### config.mk
export PLATFORM = sky130hd
export DESIGN_NAME = epic_ctrl
export DESIGN_NICKNAME = d
export VERILOG_FILES = /design/src/epic_pin_chan.v /design/src/epic_ctrl.v
export VERILOG_INCLUDE_DIRS = /design/src /design/src/inc
export SDC_FILE = /design/constraint.sdc
export NUM_CORES = 1
export LEC_CHECK = 0
export ABC_CLOCK_PERIOD_IN_PS = 3050
export BUFFER_PORTS_ARGS = -buffer_cell sky130_fd_sc_hd__buf_2
export CELL_PAD_IN_SITES_DETAIL_PLACEMENT = 0
export CELL_PAD_IN_SITES_GLOBAL_PLACEMENT = 1
export CORE_MARGIN = 2
export CORE_UTILIZATION = 35
export DETAILED_ROUTE_END_ITERATION = 8
export GPL_TIMING_DRIVEN = 0
export PLACE_DENSITY_LB_ADDON = 0.12
export REMOVE_ABC_BUFFERS = 1
export SLEW_MARGIN = 20
export SYNTH_ARGS = -nofsm -noshare
export SYNTH_HDL_FRONTEND = slang
export SYNTH_HIERARCHICAL = 1
export SYNTH_SLANG_ARGS = --single-unit
### constraint.sdc
create_clock -name core_clk -period 3.05 [get_ports core_clk]
set_input_delay 0.7625 -clock core_clk [delete_from_list [all_inputs] [get_ports core_clk]]
set_output_delay 0.7625 -clock core_clk [all_outputs]
set_load 0.005 [all_outputs]
### src/inc/epic_regs.vh
// Register map, field positions and reset values of the external pin
// interrupt controller; included by the top design file of the block only.
// How it works
// - Selected edge sets flag bit 15 always
// - Flag reads, clears by write or reset
// - Each enabled edge raises one request, up to three pending
// - Clearing flag cancels pending pin requests
// - Bit 6 returns live pin level
// - Bit 2 picks falling or rising edge
// - Bit 1 picks high or low priority
// - Bit 0 enables the maskable request
// - Nonmaskable selection overrides priority and enable
// - Bit 4 sets pin direction, lines b/c; bit 0 set forces input
// - Bit 3 sets driven level, lines b/c
// - Reserved bits ignore writes, read zero
`ifndef EPIC_REGS_VH
`define EPIC_REGS_VH

// Register indexes; byte address is four times the index
`define EPIC_IDX_A    16'h7070
`define EPIC_IDX_NMI  16'h7072
`define EPIC_IDX_B    16'h7078
`define EPIC_IDX_C    16'h707A
`define EPIC_IDX_STS  16'h7080
`define EPIC_IDX_MSK  16'h7082
`define EPIC_IDX_CFG  16'h7084

// Control register field positions
`define EPIC_B_FLAG   15
`define EPIC_B_PIN    6
`define EPIC_B_DIR    4
`define EPIC_B_DOUT   3
`define EPIC_B_POL    2
`define EPIC_B_PRI    1
`define EPIC_B_EN     0

// Config register fields: nonmaskable routing per line
`define EPIC_B_CFG_NMI 0
`define EPIC_B_CFG_A   1

// Reset values
`define EPIC_CTL_RST  1'b0
`define EPIC_CFG_RST  2'h1
`define EPIC_STS_RST  4'h0
`define EPIC_MSK_RST  4'h0

`endif

### src/epic_pin_chan.v
// One interrupt pin: synchroniser, edge detector, sticky flag and
// pending request counter.
// Assumes pinRaw is asynchronous; all other inputs on core_clk.
`timescale 1ns/1ps
module epic_pin_chan (
  input  wire       core_clk,
  input  wire       rst_n,
  input  wire       pinRaw,
  input  wire       polRise,
  input  wire       reqEnable,
  input  wire       flagClr,
  input  wire       reqAck,
  output wire       pinLevel,
  output wire       edgePulse,
  output wire       flagOut,
  output wire       pendOut
);

  // ==========================================================
  // Synchroniser and edge detection
  reg        sync1_q;   // First stage, read only by sync2
  reg        sync2_q;   // Second stage, safe level
  reg        prev_q;    // Previous safe sample
  reg  [2:0] primed_q;  // Sample ages; top bit set once prev is real
  reg        flag_q;    // Sticky edge flag
  reg  [1:0] pend_q;    // Outstanding request count
  reg  [1:0] pend_d;
  wire       riseSeen;
  wire       fallSeen;
  wire       reqEdge;

  // Sample chain; no edge until prev holds a synchronised pin sample,
  // so a pin idling high gives no false edge after reset
  always @(posedge core_clk) begin
    if (!rst_n) begin
      sync1_q  <= 1'b0;
      sync2_q  <= 1'b0;
      prev_q   <= 1'b0;
      primed_q <= 3'h0;
    end else begin
      sync1_q  <= pinRaw;
      sync2_q  <= sync1_q;
      prev_q   <= sync2_q;
      primed_q <= {primed_q[1:0], 1'b1};
    end
  end

  assign riseSeen  = primed_q[2] & sync2_q & ~prev_q;
  assign fallSeen  = primed_q[2] & ~sync2_q & prev_q;
  assign edgePulse = polRise ? riseSeen : fallSeen;
  assign reqEdge   = edgePulse & reqEnable;
  assign pinLevel  = sync2_q;

  // ==========================================================
  // Flag: set wins over a clear in the same cycle
  always @(posedge core_clk) begin
    if (!rst_n) begin
      flag_q <= 1'b0;
    end else if (edgePulse) begin
      flag_q <= 1'b1;
    end else if (flagClr) begin
      flag_q <= 1'b0;
    end
  end

  // Pending count: one request per edge, saturating at three, even with flag set
  always @* begin
    pend_d = pend_q;
    if (flagClr) begin
      pend_d = 2'h0;
    end else if (reqAck && pend_q != 2'h0) begin
      pend_d = pend_q - 2'h1;
    end
    if (reqEdge && pend_d != 2'h3) begin
      pend_d = pend_d + 2'h1;
    end
  end

  always @(posedge core_clk) begin
    if (!rst_n) begin
      pend_q <= 2'h0;
    end else begin
      pend_q <= pend_d;
    end
  end

  assign flagOut = flag_q;
  assign pendOut = (pend_q != 2'h0);

endmodule // epic_pin_chan

### src/epic_ctrl.v
// Top of the external pin interrupt controller: APB register file,
// four pin channels, digital I/O for lines b and c, summary IRQ.
// Assumes APB master on core_clk; pins are asynchronous inputs.
//
// Design decision made here: the APB register port.
`timescale 1ns/1ps
`include "epic_regs.vh"
module epic_ctrl (
  input  wire        core_clk,
  input  wire        rst_n,
  // APB slave
  input  wire        psel,
  input  wire        penable,
  input  wire        pwrite,
  input  wire [17:0] paddr,
  input  wire [31:0] pwdata,
  input  wire [3:0]  pstrb,
  output wire        pready,
  output reg  [31:0] prdata,
  output wire        pslverr,
  // Pins: 0 nonmaskable, 1 line a, 2 line b, 3 line c
  input  wire [3:0]  pinIn,
  output reg  [1:0]  gpioOut,
  output reg  [1:0]  gpioOe_n,
  // Requests towards CPU interrupt logic
  input  wire [3:0]  reqAck,
  output wire [3:0]  reqPend,
  output reg  [3:0]  reqLowPri,
  output reg  [3:0]  reqNonMask,
  // Summary interrupt
  output wire        irqOut
);

  // ==========================================================
  // Address decode
  wire [17:0] addrA;    // Byte address, line a control
  wire [17:0] addrNmi;  // Byte address, nonmaskable line
  wire [17:0] addrB;    // Byte address, line b control
  wire [17:0] addrC;    // Byte address, line c control
  wire [17:0] addrSts;  // Byte address, event status
  wire [17:0] addrMsk;  // Byte address, event mask
  wire [17:0] addrCfg;  // Byte address, routing config
  wire [3:0]  hitCtl;   // One-hot control hit, pin order
  wire        hitSts;
  wire        hitMsk;
  wire        hitCfg;
  wire        hitAny;
  wire        setupPh;  // APB setup cycle
  wire        accessPh; // APB access cycle
  wire        wrAcc;    // Write takes effect
  wire        wrLo;     // Low byte lane written
  wire        wrHi;     // High byte lane written

  assign addrA   = {`EPIC_IDX_A,   2'b00};
  assign addrNmi = {`EPIC_IDX_NMI, 2'b00};
  assign addrB   = {`EPIC_IDX_B,   2'b00};
  assign addrC   = {`EPIC_IDX_C,   2'b00};
  assign addrSts = {`EPIC_IDX_STS, 2'b00};
  assign addrMsk = {`EPIC_IDX_MSK, 2'b00};
  assign addrCfg = {`EPIC_IDX_CFG, 2'b00};

  // Channel order matches pin order
  assign hitCtl[0] = (paddr == addrNmi);
  assign hitCtl[1] = (paddr == addrA);
  assign hitCtl[2] = (paddr == addrB);
  assign hitCtl[3] = (paddr == addrC);
  assign hitSts    = (paddr == addrSts);
  assign hitMsk    = (paddr == addrMsk);
  assign hitCfg    = (paddr == addrCfg);
  assign hitAny    = (|hitCtl) | hitSts | hitMsk | hitCfg;

  assign setupPh  = psel & ~penable;
  assign accessPh = psel & penable;
  assign wrAcc    = accessPh & pwrite & hitAny;
  assign wrLo     = wrAcc & pstrb[0];
  assign wrHi     = wrAcc & pstrb[1];

  // Zero wait states; read data is staged in the setup cycle
  assign pready  = 1'b1;
  // Unmapped addresses answer with an error
  assign pslverr = accessPh & ~hitAny;

  // ==========================================================
  // Control registers
  reg  [3:0] polQ;      // Edge select per pin
  reg  [3:0] priQ;      // Priority select per pin
  reg  [3:0] enQ;       // Maskable enable per pin
  reg  [1:0] dirQ;      // Direction, lines b and c
  reg  [1:0] doutQ;     // Output level, lines b and c
  reg  [1:0] cfg_q;     // Nonmaskable routing
  reg  [3:0] msk_q;     // Summary interrupt mask
  reg  [3:0] sts_q;     // Sticky event status
  reg  [3:0] sts_d;
  reg  [3:0] rdSnap_q;  // Status bits returned by a read
  wire [3:0] flagClr;   // Per-pin flag clear strobe
  wire [3:0] nmSel;     // Nonmaskable selection per pin
  wire [3:0] reqEnable;
  wire [3:0] pinLevel;
  wire [3:0] edgePulse;
  wire [3:0] flag;

  // Writing one to the flag bit clears it
  assign flagClr = hitCtl & {4{wrHi & pwdata[`EPIC_B_FLAG]}};

  // Only the nonmaskable line and line a can be routed nonmaskable
  assign nmSel = {2'b00, cfg_q[`EPIC_B_CFG_A], cfg_q[`EPIC_B_CFG_NMI]};

  // Nonmaskable routing ignores the enable bit
  assign reqEnable = nmSel | enQ;

  // Low byte fields; reserved bits are never stored
  always @(posedge core_clk) begin
    if (!rst_n) begin
      polQ  <= {4{`EPIC_CTL_RST}};
      priQ  <= {4{`EPIC_CTL_RST}};
      enQ   <= {4{`EPIC_CTL_RST}};
      dirQ  <= {2{`EPIC_CTL_RST}};
      doutQ <= {2{`EPIC_CTL_RST}};
    end else if (wrLo) begin
      // Only addressed pin takes the write
      polQ <= (polQ & ~hitCtl) | (hitCtl & {4{pwdata[`EPIC_B_POL]}});
      priQ <= (priQ & ~hitCtl) | (hitCtl & {4{pwdata[`EPIC_B_PRI]}});
      enQ  <= (enQ & ~hitCtl) | (hitCtl & {4{pwdata[`EPIC_B_EN]}});
      // Direction and level exist for lines b and c only
      dirQ  <= (dirQ & ~hitCtl[3:2])
             | (hitCtl[3:2] & {2{pwdata[`EPIC_B_DIR]}});
      doutQ <= (doutQ & ~hitCtl[3:2])
             | (hitCtl[3:2] & {2{pwdata[`EPIC_B_DOUT]}});
    end
  end

  // Config and mask registers
  always @(posedge core_clk) begin
    if (!rst_n) begin
      cfg_q <= `EPIC_CFG_RST;
      msk_q <= `EPIC_MSK_RST;
    end else if (wrLo) begin
      if (hitCfg) begin
        cfg_q <= pwdata[1:0];
      end
      if (hitMsk) begin
        msk_q <= pwdata[3:0];
      end
    end
  end

  // ==========================================================
  // Pin channels
  genvar gi;
  generate
    for (gi = 0; gi < 4; gi = gi + 1) begin : gChan
      epic_pin_chan uChan (
        .core_clk  (core_clk),
        .rst_n     (rst_n),
        .pinRaw    (pinIn[gi]),
        .polRise   (polQ[gi]),
        .reqEnable (reqEnable[gi]),
        .flagClr   (flagClr[gi]),
        .reqAck    (reqAck[gi]),
        .pinLevel  (pinLevel[gi]),
        .edgePulse (edgePulse[gi]),
        .flagOut   (flag[gi]),
        .pendOut   (reqPend[gi])
      );
    end
  endgenerate

  // ==========================================================
  // Request attributes towards the CPU
  always @(posedge core_clk) begin
    if (!rst_n) begin
      reqLowPri  <= 4'h0;
      reqNonMask <= 4'h0;
    end else begin
      // Priority is meaningless on a nonmaskable route
      reqLowPri  <= priQ & ~nmSel;
      reqNonMask <= nmSel;
    end
  end

  // ==========================================================
  // Digital I/O on lines b and c
  always @(posedge core_clk) begin
    if (!rst_n) begin
      gpioOut  <= 2'h0;
      gpioOe_n <= 2'h3;
    end else begin
      gpioOut  <= doutQ;
      // Drive only with interrupts off and direction output
      gpioOe_n <= ~(dirQ & ~enQ[3:2]);
    end
  end

  // ==========================================================
  // Sticky event status, cleared by reading it
  always @* begin
    sts_d = sts_q;
    if (accessPh && !pwrite && hitSts) begin
      sts_d = sts_q & ~rdSnap_q;
    end
    // New events win over the read clear
    sts_d = sts_d | edgePulse;
  end

  always @(posedge core_clk) begin
    if (!rst_n) begin
      sts_q <= `EPIC_STS_RST;
    end else begin
      sts_q <= sts_d;
    end
  end

  assign irqOut = |(sts_q & msk_q);

  // ==========================================================
  // Read data, staged during the setup cycle
  reg  [15:0] ctlWord [0:3];
  integer     ri;

  // Control words; reserved bits read as zero
  always @* begin
    for (ri = 0; ri < 4; ri = ri + 1) begin
      ctlWord[ri] = 16'h0000;
      ctlWord[ri][`EPIC_B_FLAG] = flag[ri];
      ctlWord[ri][`EPIC_B_PIN]  = pinLevel[ri];
      ctlWord[ri][`EPIC_B_POL]  = polQ[ri];
      ctlWord[ri][`EPIC_B_PRI]  = priQ[ri];
      ctlWord[ri][`EPIC_B_EN]   = enQ[ri];
    end
    ctlWord[2][`EPIC_B_DIR]  = dirQ[0];
    ctlWord[2][`EPIC_B_DOUT] = doutQ[0];
    ctlWord[3][`EPIC_B_DIR]  = dirQ[1];
    ctlWord[3][`EPIC_B_DOUT] = doutQ[1];
  end

  always @(posedge core_clk) begin
    if (!rst_n) begin
      prdata   <= 32'h00000000;
      rdSnap_q <= 4'h0;
    end else if (setupPh && !pwrite) begin
      rdSnap_q <= hitSts ? sts_q : 4'h0;
      if (hitCtl[0]) begin
        prdata <= {16'h0000, ctlWord[0]};
      end else if (hitCtl[1]) begin
        prdata <= {16'h0000, ctlWord[1]};
      end else if (hitCtl[2]) begin
        prdata <= {16'h0000, ctlWord[2]};
      end else if (hitCtl[3]) begin
        prdata <= {16'h0000, ctlWord[3]};
      end else if (hitSts) begin
        prdata <= {28'h0000000, sts_q};
      end else if (hitMsk) begin
        prdata <= {28'h0000000, msk_q};
      end else if (hitCfg) begin
        prdata <= {30'h0000000, cfg_q};
      end else begin
        prdata <= 32'h00000000;
      end
    end
  end

endmodule // epic_ctrl

Yosys cells after proc, flatten, opt, wreduce, memory -nomap -nowiden
Index checks and enable logic that the tools add are counted.
Storage, ports and cells
  register bits: 110
  input port bits: 67
  output and inout bits: 51
Cells by class
  add/subtract/negate cells: 8
  eq/ne operators: 11
  mux-type cells: 37
  bitwise operators: 69
  reduce and logical (&&, ||, !) cells: 24
Operators with widths (number)
  $eq 18x17->1 const B: 7
  $mux 16: 4
  $and 4x4->4: 10
  $and 1x1->1: 28
  $mux 2: 13
  $mux 1: 16
  $mux 4: 4
  $or 4x4->4: 4
  $reduce_bool 2->1: 8
  $logic_and 1x1->1: 11
  $and 2x2->2: 5
  $not 1->1: 10
  $add 2x1->2 const B: 4
  $ne 2x2->1 const B: 4
  $not 4->4: 2
  $reduce_or 4->1: 2
  $sub 2x1->2 const B: 4
  $not 2->2: 3
  $not 2->4: 1
  $or 2x2->2: 2
  $or 2x4->4: 1
  $reduce_and 2->1: 2
  $or 1x1->1: 3
  $logic_not 1->1: 1

Longest topological paths before layout
  depth after elaboration: 13
  gate-level depth with buffers: 12
  gate-level depth less buffers: 12

Hierarchy
The synthesis kept the hierarchy.
Modules (own cells, without submodules)
  epic_ctrl: times used 1, cells each 278, area an instance 2413.6 µm², sequential area each 940.9 µm²
  epic_pin_chan (gChan[0].uChan ...): times used 3, cells each 37, area an instance 389.1 µm², sequential area each 180.2 µm²
  epic_pin_chan (gChan[3].uChan): times used 1, cells each 37, area an instance 390.4 µm², sequential area each 180.2 µm²

Worst setup path before layout
Ideal clock, no wire load.
  path kind: input-to-reg
  start point: input paddr[4]
  end point: register gChan[1].uChan.pend_q[0]
  data arrival time: 3.131 ns
  required time: 2.934 ns
  setup slack: -0.197 ns
  stages on the path: 12
  buffers on the path: 2
  path through: clkbuf_1 > or2_0 > or3_1 > buf_2 > nor3_1 > and2b_1 > mux2_2 > ha_1 > nand3b_1 > a21oi_4 > xnor2_1 > nor2b_1
On the way
  cells in the longest elaborated chain, start to end: 13
RTL lines
  from (decl): RTL line epic_ctrl.v:15  | input wire [17:0] paddr,
  $eq 18x17->1, on equally long branches
  $reduce_or 4->1: RTL line epic_ctrl.v:70  | assign hitAny = (|hitCtl) | hitSts | hitMsk | hitCfg;
  $or 1x1->1 (3 in series): RTL line epic_ctrl.v:70
  $and 1x1->1: RTL line epic_ctrl.v:74  | assign wrAcc = accessPh & pwrite & hitAny;
  $and 1x1->1: RTL line epic_ctrl.v:76  | assign wrHi = wrAcc & pstrb[1];
  $and 1x1->1: RTL line epic_ctrl.v:103  | assign flagClr = hitCtl & {4{wrHi & pwdata[`EPIC_B_FLAG]}};
  $and 4x4->4 (*): RTL line epic_ctrl.v:103
  named net flagClr[1]: RTL line epic_ctrl.v:95  | wire [3:0] flagClr;
  $mux 2 (*): RTL line epic_pin_chan.v:69  | if (flagClr) begin
  branches (longest 2 deep; another with $add 2x1->2)
  $mux 2 (*): RTL line epic_pin_chan.v:74  | if (reqEdge && pend_d != 2'h3) begin
  to (signal assigned): RTL line epic_pin_chan.v:83  | pend_q <= pend_d;
  to (decl): RTL line epic_pin_chan.v:26  | reg [1:0] pend_q;
Mark *: on every way through the listed nets, which the timed path passes.
A chain may end at the register's enable or synchronous reset.

Worst setup path after layout
  start point: input paddr[10]
  end point: register gChan[0].uChan.pend_q[0]
On the way
  cells in the longest elaborated chain, start to end: 13
RTL lines (RTL line)
  $eq 18x17->1, on equally long branches
  $reduce_or 4->1: epic_ctrl.v:70
  $or 1x1->1 (3 in series): epic_ctrl.v:70
  $and 1x1->1: epic_ctrl.v:74
  $and 1x1->1: epic_ctrl.v:76
  $and 1x1->1: epic_ctrl.v:103
  $and 4x4->4 (*): epic_ctrl.v:103
  named net flagClr[0]: epic_ctrl.v:95
  $mux 2 (*): epic_pin_chan.v:69
  branches (longest 2 deep; another with $add 2x1->2)
  $mux 2 (*): epic_pin_chan.v:74
  to (signal assigned): epic_pin_chan.v:83
  to (decl): epic_pin_chan.v:26
Marked as above.

==> out/results.tsv <==
metric	value	unit
period utilization	0.964	
clk sink count	83	
Reg-to-Reg End	gChan[2].uChan/pend_q[0]	
core area	0.0109	sq mm
DP HPWL	6500	microns
CTS tree	yes	
GRT Overall Usage	0.154	
pre-CTS setup slack	-0.894	ns
routability cong.	0.774	
share of cells above drive strength 1	0.259	
Hold Vio Cnt, Final	0	
Total Die Area	0.0122	sq mm
via count	3122	
drt wl/cell	14.6	microns
vias in the first global route	2958	
Min Hold Slack	0.425	ns
Mean Syn Cell Area	9.32	sq um
Worst R2R Path Depth	9	
Yosys Warn Count	6	
maximum vdd drop	315	uV
DR vias/cell	4.89	
cell chain of the critical path	buf_2, nor4_4, nand3_4, or3_4, nor2_4, and2b_1, mux2_2, ha_1, nand3b_1, a21oi_4, xnor2_1, nor2b_1	
Post-DRT Antenna Nets	0	
CP max FO	6	
first-pass GRT wire length	15100	microns
Die X-Extent	111	microns
Tmin final	2.94	ns
Synth Register Bits	83	
Hold Path Class	reg -> reg	
Synth area leader	dfxtp_1	
Slew @ Worst Pin	0.768	ns
router iterations before antenna repair	4	
Initial Util	0.363	
Max clock buf depth	2	
most common cell in the netlist	dfxtp_1	
count of pins over their slew limit	0	
Die Y	111	microns
top cells by count, synth	dfxtp_1, nand2_1, buf_4, and2_1, mux2i_1	
Worst-path clk slew	0.06	ns
grt total ovfl	0	
area delta synth->final	19.8	%
Setup Skew	0.00446	ns
initial antenna violation count	0	
Final setup viols	0	
CP max-delay cell	or3_4	
Worst Path Arrival	3.17	ns
hold endpoint	gpioOe_n[1]	
capturing element type of the critical path	flop	
CP peak stage delay	0.44	ns
setup_tns	0	ns
CTS Buf Count	9	
status	completed	
area fraction of the dominant cell type after synthesis	0.418	
Port-buffer cells	61	
unrepaired setup endpoints after global routing	yes	
Seq/Total Area, Yosys	0.418	
Fmax	0.340	GHz
n_diodes	0	
leakage power	1.94	nW
reg2reg setup slack	1.01	ns
largest net degree at the start of global routing	88	
Post-Syn Area	0.00397	sq mm
clock root cell	clkbuf_16	
Slew HR	0.488	
startpoint types	input pin	
Starting DRT DRC Count	131	
Synth async-reset ratio	0	
nets@finish	570	
pwr dens	514	mW/mm^2
Hold Path Cell Cnt	1	
RR Startpoint	gChan[2].uChan/pend_q[0]	
Max-Cap Viols	0	
critical setup path kind	in -> reg	
DRC viols	0	
Synth Flop Type	dfxtp_1	
final worst slack	0.111	ns
Mapped Cells	426	
Clk Latency, worst-skew pair	0.33	ns
H-tree levels	3	
top cells by area, synth	dfxtp_1, buf_4, mux2i_1	
number of synthesized flops with an enable pin	0	
DRT Wirelength	9320	microns
count of cell types in the netlist	59	
Ports	118	
Worst EP required	3.28	ns
std cell rows	38	
Tot Pwr	2.44	mW
==> cells by family (layout without fill, tap and decap cells) <==
| kind of cell | after synthesis | in the layout | synth area share |
|---|---|---|---|
| mux | 25 | 25 | 0.0643 |
| compound gates | 76 | 76 | 0.135 |
| other cells | 2 | 28 | 0.00189 |
| flops | 83 | 83 | 0.418 |
| xor+xnor | 4 | 4 | 0.00882 |
| simple gates | 167 | 167 | 0.261 |
| buf+inv | 61 | 108 | 0.0851 |
| fa+ha+maj | 8 | 8 | 0.0252 |
==> per-stage QoR <==
step | util | instances | instance area, sq um
2_1_floorplan | - | 411 | 3810
3_3_place_gp | 0.392 | 612 | 4290
3_5_place_dp | 0.392 | 612 | 4290
4_1_cts | 0.427 | 632 | 4670
5_1_grt | 0.435 | 639 | 4760
6_report | 0.435 | 639 | 4760
==> area by class of cell <==
class	instances	area [sq um]
Clock buffer	13	260
Clock inverter	2	35.0
Fill cell	1133	6180
Inverter	20	75.1
Multi-Input combinational cell	308	2150
Sequential cell	83	1660
Tap cell	140	175
Timing Repair Buffer	73	398
==> power by group <==
part	switching (mW)	total, mW	internal (mW)
clock network	0.411	1.08	0.674
registers	0.0109	1.12	1.11
logic	0.129	0.236	0.107
total	0.552	2.44	1.89
==> per-layer routing <==
layer	track usage	vias to the layer above	part of all wire
li1	-	1559	-
met1	0.203	1464	0.47
met2	0.239	85	0.45
met3	0.0445	14	0.059
met4	0.0558	0	0.018
met5	0	-	0
==> what timing repair did <==
action | 4_1_cts | 5_1_grt
gates resized for setup | 12 | 8
endpoints found under the setup margin | 8 | 9
pin swaps | 4 | 7
hold buffers | 0 | 0
setup buffers | 5 | 7
==> worst max path at each step <==
stage | start | to | slack [ns] | depth (start not counted)
2_1_floorplan | paddr[9] | gChan[1].uChan/pend_q[0] | -0.28 | 11
3_3_place_gp | paddr[9] | gChan[1].uChan/pend_q[0] | -0.90 | 12
3_5_place_dp | paddr[9] | gChan[1].uChan/pend_q[0] | -0.89 | 12
4_1_cts | paddr[2] | gChan[1].uChan/pend_q[0] | -0.01 | 12
5_1_grt | paddr[10] | gChan[1].uChan/pend_q[0] | -0.01 | 14
6_report | paddr[10] | gChan[0].uChan/pend_q[0] | 0.11 | 12
==> layout by cell type, fill, tap and decap left out, types with 3 or more instances in the layout <==
master      n
dfxtp_1    83
buf_2      60
nand2_1    38
conb_1     28
and2_1     23
mux2i_1    21
inv_1      20
o21ai_0    18
nor2b_1    15
nand3_1    14
buf_4      13
nor2_1     11
nand3b_1   10
clkbuf_16   9
ha_1        7
a21oi_1     6
o21ai_1     6
a31oi_1     6
and2b_1     6
or4b_1      5
a21boi_0    5
o31ai_1     4
or3b_4      4
a21boi_1    4
o21a_1      4
a21oi_4     4
xnor2_1     4
nor3b_2     3
nand4_1     3
nor2_4      3
a211oi_1    3
nor3_1      3
mux2_2      3
and2_2      3
==> worst max-delay path, delay by kind of cell <==
kind | cells | cell delay [ns]
AOI/OAI and AO/OA | 1 | 0.17
xor gates and xnor gates | 1 | 0.13
adders and majority gates | 1 | 0.20
buffers and inverters | 1 | 0.11
muxes | 1 | 0.28
and+or+nand+nor | 7 | 1.51
Note: power is estimated with default switching activity, not from simulation.
